--- src/rtl/mix_check_defs.vh ---
`ifndef MIX_CHECK_DEFS_VH
`define MIX_CHECK_DEFS_VH
// ----------------------------------------
// command opcodes (decoded command byte)
// ----------------------------------------
`define OP_PLAY 8'h10
`define OP_FADR 8'h11
`define OP_SAFE 8'h20
`define OP_READ_ERROR_CMD 8'h21
`define OP_ERROR_CLEAR_CMD 8'h22
`define OP_STATUS_OUTPUT_SELECT_CMD 8'h23
`define OP_AUDCH 8'h30
`define OP_AUDCFG 8'h31
`define OP_STOP 8'h40
// ----------------------------------------
// error flag positions
// ----------------------------------------
`define ERR_CMD 0
`define ERR_MIX 1
`define ERR_W 2
// ----------------------------------------
// safety enable bits in byte 1
// ----------------------------------------
`define SAFE_CMD 0
`define SAFE_MIX 1
// ----------------------------------------
// frequency groups and algorithms
// ----------------------------------------
`define GRP_8K 3'h1
`define GRP_11K 3'h2
`define GRP_12K 3'h3
`define ALG_HQ 3'h1
// ----------------------------------------
// misc constants
// ----------------------------------------
`define MAX_MIX 3'h4
`define MIX_SAI_LIMITED 3'h3
`define CH_LAST 2'h3
`define PHR_UNIT 13'h0400
`define ZERO_FLAGS 2'h0
`endif

--- src/rtl/cmd_copy_store.v ---
`timescale 1ns/1ns
`default_nettype none
// ----------------------------------------
// holds the first copy of a command in two-times mode
// ----------------------------------------
module cmd_copy_store #(
  parameter W = 32
) (
  input wire clk,
  input wire rst,
  input wire load,
  input wire [W-1:0] dataIn,
  output reg [W-1:0] dataOut
);
  always @(posedge clk) begin
    if (rst) begin
      dataOut <= {W{1'b0}};
    end else if (load) begin
      dataOut <= dataIn;
    end
  end
endmodule // cmd_copy_store
`default_nettype wire

--- src/rtl/mixing_admission_and_command_check.v ---
`timescale 1ns/1ns
`default_nettype none
`include "mix_check_defs.vh"
// Contract
// four channels, each command acts alone
// no audio port: all four channels play
// port on 11k/12k groups: total three
// port on 8k group: total four
// no high-quality adpcm with port, 8k
// port uses one slot per side
// mixed channels share one frequency group
// foreign group phrase plays at selected rate
// port input enabled fixes output group
// enable detectors, read flags, clear flags
// select status pin a or b
// command check only when enabled
// phrase beyond count flags command error
// two-times mode: accept matching copies only
// copy mismatch flags error and discards
// command flag readable, cleared by clear
// host lowers volumes before clamping
// read command latches error state
// two-times mode read is two bytes
// flags sticky until clear command
// refused start flags mixing-number error
module mixing_admission_and_command_check #(
  parameter CHANNELS = 4
) (
  input wire clk,
  input wire rst,
  input wire cmdValid,
  input wire [7:0] cmdCode,
  input wire [7:0] cmdArg0,
  input wire [7:0] cmdArg1,
  input wire [7:0] cmdArg2,
  input wire twoTimesMode,
  input wire [1:0] phraseCountSel,
  input wire [3:0] chDone,
  output reg [3:0] chPlaying_q,
  output reg [2:0] outGroup_q,
  output reg [2:0] playGroup_q,
  output reg playStart_q,
  output reg [1:0] playCh_q,
  output reg [11:0] playPhrase_q,
  output reg cmdAccept_q,
  output reg [15:0] readData_q,
  output reg [1:0] readLen_q,
  output reg [7:0] safeEnable_q,
  output reg [1:0] errFlags_q,
  output reg statusPinA_q,
  output reg statusPinB_q
);
  // ----------------------------------------
  // functions
  // ----------------------------------------
  function [2:0] popCount;
    input [3:0] v;
    begin
      popCount = {2'h0, v[0]} + {2'h0, v[1]} + {2'h0, v[2]} + {2'h0, v[3]};
    end
  endfunction

  function [1:0] portSlots;
    input leftEn;
    input rightEn;
    begin
      portSlots = {1'b0, leftEn} + {1'b0, rightEn};
    end
  endfunction

  // ----------------------------------------
  // state
  // ----------------------------------------
  localparam ST_FIRST = 2'b01;
  localparam ST_SECOND = 2'b10;
  reg [1:0] state_q;
  reg [1:0] state_d;
  reg leftInputEnable_q;
  reg rightInputEnable_q;
  reg [2:0] portGroup_q;
  reg statusSel_q;
  wire [31:0] copyWord;
  wire [31:0] firstCopy;
  reg copyLoad;
  reg execute;
  reg mismatch;

  assign copyWord = {cmdCode, cmdArg0, cmdArg1, cmdArg2};

  cmd_copy_store #(
    .W(32)
  ) firstCopyStore (
    .clk(clk),
    .rst(rst),
    .load(copyLoad),
    .dataIn(copyWord),
    .dataOut(firstCopy)
  );

  // ----------------------------------------
  // two-times sequencing
  // ----------------------------------------
  always @* begin
    state_d = state_q;
    copyLoad = 1'b0;
    execute = 1'b0;
    mismatch = 1'b0;
    case (state_q)
      ST_FIRST: begin
        if (cmdValid) begin
          if (twoTimesMode) begin
            copyLoad = 1'b1;
            state_d = ST_SECOND;
          end else begin
            execute = 1'b1;
          end
        end
      end
      ST_SECOND: begin
        if (cmdValid) begin
          state_d = ST_FIRST;
          if (copyWord == firstCopy) begin
            execute = 1'b1;
          end else begin
            mismatch = 1'b1;
          end
        end
      end
      default: begin
        state_d = ST_FIRST;
      end
    endcase
  end

  // ----------------------------------------
  // admission checks
  // ----------------------------------------
  wire [1:0] chSel = cmdArg0[1:0];
  wire [11:0] phrase = {cmdArg1[3:0], cmdArg2};
  wire [12:0] phraseLimit = {11'h000, phraseCountSel} * `PHR_UNIT + `PHR_UNIT;
  wire phraseBad = ({1'b0, phrase} >= phraseLimit);
  wire portOn = leftInputEnable_q | rightInputEnable_q;
  wire [2:0] mixTotal = (portOn && portGroup_q != `GRP_8K) ? `MIX_SAI_LIMITED : `MAX_MIX;
  wire [3:0] active = chPlaying_q & ~chDone;
  wire [2:0] used = popCount(active) + {1'b0, portSlots(leftInputEnable_q, rightInputEnable_q)};
  wire chBusy = active[chSel];
  wire chForbidden = portOn && portGroup_q != `GRP_8K && chSel == `CH_LAST;
  wire hqForbidden = portOn && portGroup_q == `GRP_8K && cmdArg1[6:4] == `ALG_HQ;
  wire mixBad = chForbidden || hqForbidden || (!chBusy && (used >= mixTotal));
  wire [2:0] reqGroup = cmdArg0[6:4];
  wire isPlay = execute && cmdCode == `OP_PLAY;
  wire isFadr = execute && cmdCode == `OP_FADR;
  wire cmdErrSet = safeEnable_q[`SAFE_CMD] && (mismatch || ((isPlay || isFadr) && phraseBad));
  wire mixErrSet = safeEnable_q[`SAFE_MIX] && isPlay && !phraseBad && mixBad;
  wire clearReq = execute && cmdCode == `OP_ERROR_CLEAR_CMD;
  wire [1:0] setVec = {mixErrSet, cmdErrSet};
  wire [1:0] flagsNext = (clearReq ? `ZERO_FLAGS : errFlags_q) | setVec;

  // ----------------------------------------
  // registers
  // ----------------------------------------
  always @(posedge clk) begin
    if (rst) begin
      state_q <= ST_FIRST;
      chPlaying_q <= 4'h0;
      outGroup_q <= 3'h0;
      playGroup_q <= 3'h0;
      playStart_q <= 1'b0;
      playCh_q <= 2'h0;
      playPhrase_q <= 12'h000;
      cmdAccept_q <= 1'b0;
      readData_q <= 16'h0000;
      readLen_q <= 2'h0;
      safeEnable_q <= 8'h00;
      errFlags_q <= 2'h0;
      statusPinA_q <= 1'b0;
      statusPinB_q <= 1'b0;
      leftInputEnable_q <= 1'b0;
      rightInputEnable_q <= 1'b0;
      portGroup_q <= 3'h0;
      statusSel_q <= 1'b0;
    end else begin
      state_q <= state_d;
      cmdAccept_q <= execute;
      playStart_q <= 1'b0;
      // set wins over clear in the same cycle
      errFlags_q <= flagsNext;
      chPlaying_q <= active;
      // errors shown live so a clear drops the pin next cycle
      statusPinA_q <= !statusSel_q && (flagsNext != `ZERO_FLAGS);
      statusPinB_q <= statusSel_q && (flagsNext != `ZERO_FLAGS);
      if (portOn) begin
        outGroup_q <= portGroup_q;
      end
      if (execute) begin
        case (cmdCode)
          `OP_PLAY: begin
            if (!phraseBad && !mixBad) begin
              chPlaying_q <= active | (4'h1 << chSel);
              playStart_q <= 1'b1;
              playCh_q <= chSel;
              playPhrase_q <= phrase;
              // a foreign-group phrase still runs at the shared rate
              playGroup_q <= portOn ? portGroup_q : outGroup_q;
              if (!portOn && active == 4'h0) begin
                outGroup_q <= reqGroup;
                playGroup_q <= reqGroup;
              end
            end
          end
          `OP_STOP: begin
            chPlaying_q <= active & ~(4'h1 << chSel);
          end
          `OP_SAFE: begin
            safeEnable_q <= cmdArg0;
          end
          `OP_READ_ERROR_CMD: begin
            readData_q <= {6'h00, flagsNext, 6'h00, flagsNext};
            readLen_q <= twoTimesMode ? 2'h2 : 2'h1;
          end
          `OP_STATUS_OUTPUT_SELECT_CMD: begin
            statusSel_q <= cmdArg0[0];
          end
          `OP_AUDCH: begin
            leftInputEnable_q <= cmdArg0[0];
            rightInputEnable_q <= cmdArg0[1];
          end
          `OP_AUDCFG: begin
            portGroup_q <= cmdArg0[2:0];
          end
          default: begin
            readLen_q <= readLen_q;
          end
        endcase
      end
    end
  end
endmodule // mixing_admission_and_command_check
`default_nettype wire

--- config.mk ---
export PLATFORM = sky130hd
export DESIGN_NAME = mixing_admission_and_command_check
export DESIGN_NICKNAME = d
export VERILOG_FILES = /design/src/rtl/cmd_copy_store.v /design/src/rtl/mixing_admission_and_command_check.v
export VERILOG_INCLUDE_DIRS = /design/src /design/src/rtl
export SDC_FILE = /design/constraint.sdc
export NUM_CORES = 1
export LEC_CHECK = 0
export ABC_AREA = 1
export BUFFER_PORTS_ARGS = -buffer_cell sky130_fd_sc_hd__buf_2
export CAP_MARGIN = 5
export CORE_MARGIN = 10
export CORE_UTILIZATION = 35
export CTS_CLUSTER_DIAMETER = 50
export CTS_CLUSTER_SIZE = 40
export DETAILED_ROUTE_END_ITERATION = 6
export SKIP_LAST_GASP = 1
export SLEW_MARGIN = 10
export SYNTH_ARGS = -nofsm -noshare
export SYNTH_HDL_FRONTEND = slang
export SYNTH_SLANG_ARGS = --single-unit
--- constraint.sdc ---
create_clock -name clk -period 3.93 [get_ports clk]
set_input_delay 0.786 -clock clk [delete_from_list [all_inputs] [get_ports clk]]
set_output_delay 0.786 -clock clk [all_outputs]
set_load 0.03 [all_outputs]
* Word level (Yosys, flattened, before mapping) *
Index checks and enable logic that the tools add are counted.

word-level totals
  register bits after elaboration = 84
  input bits = 42
  output and inout port bits = 56
  word-level logic and storage cells = 122

cells by class
  $add $sub $neg = 6
  $lt $le $gt $ge = 3
  eq/ne operators = 19
  shifts and indexed selects = 1
  mux-type cells = 29
  bitwise gates (word level) = 9
  reduce and logical (&&, ||, !) cells = 36

operators by type and width
  kind                      number
  $eq A8 B6 Y1 const B      6
  $eq A32 B32 Y1            1
  $mux W3                   6
  $logic_and A1 B1 Y1       17
  $eq A8 B5 Y1 const B      2
  $add A12 B11 Y13 const B  1
  $ge A12 B13 Y1            1
  $mux W1                   12
  $mux W2                   5
  $reduce_and A2 Y1         5
  $and A4 B4 Y4             2
  $eq A8 B7 Y1 const B      1
  $mux W4                   2
  $not A4 Y4                2
  $pmux W4 S2               1
  $eq A3 B1 Y1 const B      2
  $ne A2 B2 Y1 const B      3
  $reduce_and A3 Y1         2
  $logic_not A1 Y1          5
  $add A1 B1 Y2             2
  $eq A2 B2 Y1 const B      2
  $logic_not A4 Y1          1
  $logic_or A1 B1 Y1        4
  $or A4 B4 Y4              1
  other kinds (16)          17

* Depth between registers and ports, before layout *
  depth in word-level cells = 14
  depth in mapped cells = 20
  gate-level depth less buffers = 20

* Cells and area by module *
A second synthesis with hierarchy kept.

unflattened totals
  cells, all modules = 673
  area, all modules = 4496.8 sq um

by module, submodules not included
  module                              times used  cells an instance  area each (sq um)  sequential area each (sq um)
  mixing_admission_and_command_check  1           470                3158.0             1001.0
  cmd_copy_store                      1           203                1338.8             640.6

* Least setup slack after synthesis *
OpenSTA, ideal clock, no wires.

  path type = input -> register
  start = input port chDone[1]
  end = register chPlaying_q[2]
  setup time = 64 ps
  data arrival time = 3826 ps
  data required time = 3866 ps
  path slack = 40 ps
  stages on the path = 20
  buffers on the path = 1
  cells stage by stage = inv_1 > nand2_1 > inv_1 > fa_1 > inv_1 > fa_1 > inv_1 > ha_1 > fa_1 > ha_1 > a21oi_1 > o211ai_1 > o21ai_1 > nand2_1 > nor2_2 > buf_4 > nand3_1 > o21ai_1 > nand2_1 > nor2_1

on the way
  word-level cells in the longest chain between the ends = 14
  elaborated cells on any way between the ends = 17
  those cells by class = 4 x add/sub; 1 x order compare; 5 x mux; 2 x bitwise; 5 x reduce/logical

RTL lines
  element                 line                                      text
  start: declaration      mixing_admission_and_command_check.v:38   input wire [3:0] chDone,
  $not A4 Y4 *            mixing_admission_and_command_check.v:144  wire [3:0] active = chPlaying_q & ~chDone;
  $and A4 B4 Y4 *         mixing_admission_and_command_check.v:144
  $add A1 B1 Y2           mixing_admission_and_command_check.v:59   popCount = {2'h0, v[0]} + {2'h0, v[1]} + {2'h0, v[2]} + {2'h0, v[3]};
  $add A2 B1 Y3           mixing_admission_and_command_check.v:59
  $add A3 B1 Y3           mixing_admission_and_command_check.v:59
  $add A3 B2 Y3           mixing_admission_and_command_check.v:145  wire [2:0] used = popCount(active) + {1'b0, portSlots(leftInputEnable_q, rightInputEnable_q)};
  $ge A3 B3 Y1            mixing_admission_and_command_check.v:149  wire mixBad = chForbidden || hqForbidden || (!chBusy && (used >= mixTotal));
  $logic_and A1 B1 Y1 *   mixing_admission_and_command_check.v:149
  $logic_or A1 B1 Y1 *    mixing_admission_and_command_check.v:149
  $logic_not A1 Y1 *      mixing_admission_and_command_check.v:198  if (!phraseBad && !mixBad) begin
  $logic_and A1 B1 Y1 *   mixing_admission_and_command_check.v:198
  $mux W4 *               mixing_admission_and_command_check.v:198
  $pmux W4 S2 *           mixing_admission_and_command_check.v:196  case (cmdCode)
  $mux W4 *               mixing_admission_and_command_check.v:195  if (execute) begin
  end signal: assignment  mixing_admission_and_command_check.v:188  chPlaying_q <= active;
  end signal: assignment  mixing_admission_and_command_check.v:199  chPlaying_q <= active | (4'h1 << chSel);
  end signal: assignment  mixing_admission_and_command_check.v:212  chPlaying_q <= active & ~(4'h1 << chSel);
  end: declaration        mixing_admission_and_command_check.v:39   output reg [3:0] chPlaying_q,

Mark *: on every way between the ends. The rest lies on a longest branch, timed or not. The select of a mux whose other input is x is not followed.
A chain may end at the register's enable or synchronous reset.

* Worst setup path after layout *
  start = input port chDone[1]
  end = register playPhrase_q[5]

on the way
  word-level cells in the longest chain between the ends = 12
  elaborated cells on any way between the ends = 15
  those cells by class = 4 x add/sub; 1 x order compare; 2 x mux; 2 x bitwise; 6 x reduce/logical

RTL lines
  element                        line                                      text
  $not A4 Y4 *                   mixing_admission_and_command_check.v:144
  $and A4 B4 Y4 *                mixing_admission_and_command_check.v:144
  $add A1 B1 Y2                  mixing_admission_and_command_check.v:59
  $add A2 B1 Y3                  mixing_admission_and_command_check.v:59
  $add A3 B1 Y3                  mixing_admission_and_command_check.v:59
  $add A3 B2 Y3                  mixing_admission_and_command_check.v:145
  $ge A3 B3 Y1                   mixing_admission_and_command_check.v:149
  $logic_and A1 B1 Y1 *          mixing_admission_and_command_check.v:149
  $logic_or A1 B1 Y1 *           mixing_admission_and_command_check.v:149
  $logic_not A1 Y1 *             mixing_admission_and_command_check.v:198
  $logic_and A1 B1 Y1 *          mixing_admission_and_command_check.v:198
  $reduce_and A3 Y1 (no line) *  n/a
  end signal: assignment         mixing_admission_and_command_check.v:202  playPhrase_q <= phrase;
  end: declaration               mixing_admission_and_command_check.v:44   output reg [11:0] playPhrase_q,

Marked as above.

==> flow_metrics.tcl <==
set metrics [dict create \
    status "complete, no violations" \
    route.detailed.drc 0 \
    max-vdd-ir-drop_mv 0.191 \
    dp_hpwl_mm 9.15 \
    slew_headroom 0.502 \
    syn_area_per_cell_um2 7.01 \
    grt_pass1_vias 3952 \
    setup_viol_count_final 0 \
    via_per_inst 4.83 \
    multi_input_area_um2 2300 \
    final_nets 747 \
    report.final.slew_viol_count 0 \
    p_switching_mw 0.542 \
    synthSimpleGateAreaFrac 0.282 \
    cp_slowest_cell "fa_1" \
    power.internal_mw 1.42 \
    cts.htree.levels 3 \
    synth-adder-area-share 0.0433 \
    syn_area_um2 4280 \
    pwr-share-comb 0.135 \
    min_period_ns 3.84 \
    path_buf_inv 7 \
    io_pins 98 \
    regArea_um2 1640 \
    cts_tree "done" \
    mostFrequentLayoutCells "149 x nand2_1, 84 x buf_2, 82 x dfxtp_1" \
    sw_frac_of_total 0.276 \
    clock.fmax_mhz 260 \
    grt_setup_unrepaired "yes" \
    fin_setup_tns_ns 0 \
    cp-end-kind "flop" \
    fillers 1247 \
    drv_cap 0 \
    synth_top_family_by_area "simple AND/OR/NAND/NOR gates" \
    synth_compound_area_frac 0.126 \
    die_w_um 131 \
    port_buffers 85 \
    hold_buffers 0 \
    cts-root-buf "clkbuf_16" \
    p_total_mw 1.96 \
    syn_inst 610 \
    crit_family "adder cells" \
    worst_hold_slack_ns 0.460 \
    die_area_um2 17000 \
    numCtsBuffers 9 \
    clkLatencyLatePin_ns 0.34 \
    seqPwrFrac 0.441 \
    final.setup.worst_slack_ns 0.0902 \
    crit_arrival_ns 4.11 \
    yosys_warnings 0 \
    p_leak_nw 2.32 \
    grt_use_met3 0.0403 \
    crit_path_max_incr_delay_ns 0.49 \
    grtUsageMet2 0.237 \
    ctsLongestPathBuffers 2 \
    worst_path_most_repeated_cell "fa_1" \
    grt_use_total 0.142 \
    overflow 0 \
    fin_util 0.436 \
    path_cells "buf_6 -> inv_2 -> nand2_2 -> inv_2 -> fa_1 -> inv_1 -> fa_1 -> inv_1 -> ha_2 -> fa_1 -> ha_1 -> nand3_1 -> o211ai_1 -> o21ai_1 -> nand2_1 -> nor2_4 -> buf_8 -> buf_8 -> nand3_1 -> a21oi_1" \
    synthMuxAreaShare 0.00263 \
    drt_iter0_drc 261 \
    diodes 0 \
    period_share 0.977 \
    synth_xor_area_frac 0.0492 \
    startpoint_type "primary input" \
    drive_gt1_frac 0.215 \
    worst_pin_slew_ns 0.747 \
    vias 4079 \
    antenna_left 0 \
    place_ws_ns -0.269 \
    syn_to_final_growth_pct 22.4 \
    hold_violations 0 \
    clock_power_share 0.424 \
    powerDensity_nw_per_um2 374 \
    final_common_cell "nand2_1" \
    initial_core_util 0.356 \
    coreArea_um2 12000 \
    critPathMaxFanout 7 \
    die_h_um 131 \
    grt.busiest_layer "met2" \
    grt_start_max_net_pins 66 \
    worstPathRequired_ns 4.20 \
    synth-seq-cells 82 \
    antenna_found_initial 0 \
    rows 40 \
    dr.pass1.iters 4 \
    hold_class "flop to flop" \
    ys_seq_area_frac 0.384 \
    gp_congestion 0.863 \
    path_class "primary input to flop" \
    finClkSkew_ns 0.0120 \
    use_met1 0.175 \
    routed_wl_mm 12.5 \
    yosysUniqueCellTypes 33 \
    path_clk_slew_ns 0.06 \
    avgRoutedWirePerCell_um 14.8 \
    clock-sinks 82 \
    grt_pass1_wl_mm 19.4 \
]
## through the flow
step | cell area [um2] | std cells
2_1_floorplan | 4320 | 621
3_3_place_gp | 4780 | 825
3_5_place_dp | 4780 | 825
4_1_cts | 5070 | 841
5_1_grt | 5240 | 844
6_report | 5240 | 844
## worst paths after layout
path	start	endpoint	slack, ns	cells past startpoint
worst min-delay path	statusSel_q	statusPinB_q	0.46	2
worst max register to register	chPlaying_q[1]	playPhrase_q[5]	0.29	18
worst max-delay path	chDone[1]	playPhrase_q[5]	0.09	20
worst min register to register	statusSel_q	statusPinB_q	0.46	2
## cell type report
type | count | share of cell area
Inverter | 68 | 0.0488
Multi-Input combinational cell | 434 | 0.440
Timing Repair Buffer | 97 | 0.107
Sequential cell | 82 | 0.314
Tap cell | 147 | 0.0351
Clock inverter | 5 | 0.00813
Clock buffer | 11 | 0.0483
## flip-flops by register name, summed over array words and instances, names as in the netlist
signal and flops:
chPlaying_q 4, cmdAccept_q 1, errFlags_q 2, firstCopyStore.dataOut 32, leftInputEnable_q 1, outGroup_q 3
playCh_q 2, playGroup_q 3, playPhrase_q 12, playStart_q 1, portGroup_q 3, readData_q 2
readLen_q 2, rightInputEnable_q 1, safeEnable_q 8, state_q 2, statusPinA_q 1, statusPinB_q 1
statusSel_q 1
## synthesized netlist by cell type (all sizes together)
cell,count,area [um2]
conb,1,3.75
a31oi,1,6.26
nand2,157,614
o211ai,1,7.51
or2,1,6.26
clkinv,1,3.75
nor4,2,12.5
a21oi,72,360
xnor2,24,210
nand4,3,18.8
mux2,1,11.3
dfxtp,82,1640
nor2,49,203
clkbuf,17,63.8
nor3,6,51.3
o22ai,1,6.26
buf,21,163
fa,3,60.1
inv,67,251
a21boi,1,11.3
o21ai,29,145
ha,10,125
nand3,60,300
## power groups by stage
| stage | registers, mW | logic (mW) | clock network (mW) |
|---|---|---|---|
| 2_1_floorplan | 0.882 | 0.166 | 0 |
| 3_3_place_gp | 0.882 | 0.237 | 0 |
| 3_5_place_dp | 0.883 | 0.241 | 0 |
| 4_1_cts | 0.865 | 0.242 | 0.853 |
| 5_1_grt | 0.867 | 0.293 | 0.886 |
| 6_report | 0.865 | 0.264 | 0.830 |
## tightest hold or removal path, stage by stage, from the launching register on
cell	delay (ns)
dfxtp_1	0.32
nand2_1	0.06
nor2_1	0.04
## cell families after synthesis
kind of cell	after synthesis
flip-flops	82
XOR/XNOR	24
buffers and inverters	106
multiplexers	1
AND/OR/NAND/NOR	278
other	1
adder cells (fa/ha/maj)	13
AO/OA/AOI/OAI	105
## routing by layer
layer  routed length [um]  part of all wire
met1                 5530              0.44
met2                 5990              0.48
met3                  869             0.070
met4                   76            0.0061
met5                    0                 0
## timing repair
item / 4_1_cts / 5_1_grt
gates resized for setup: 0 / 31
buffers inserted: 0 / 1
endpoints found under the setup margin: 0 / 28
No activity file was read; power rests on OpenSTA's default activity.
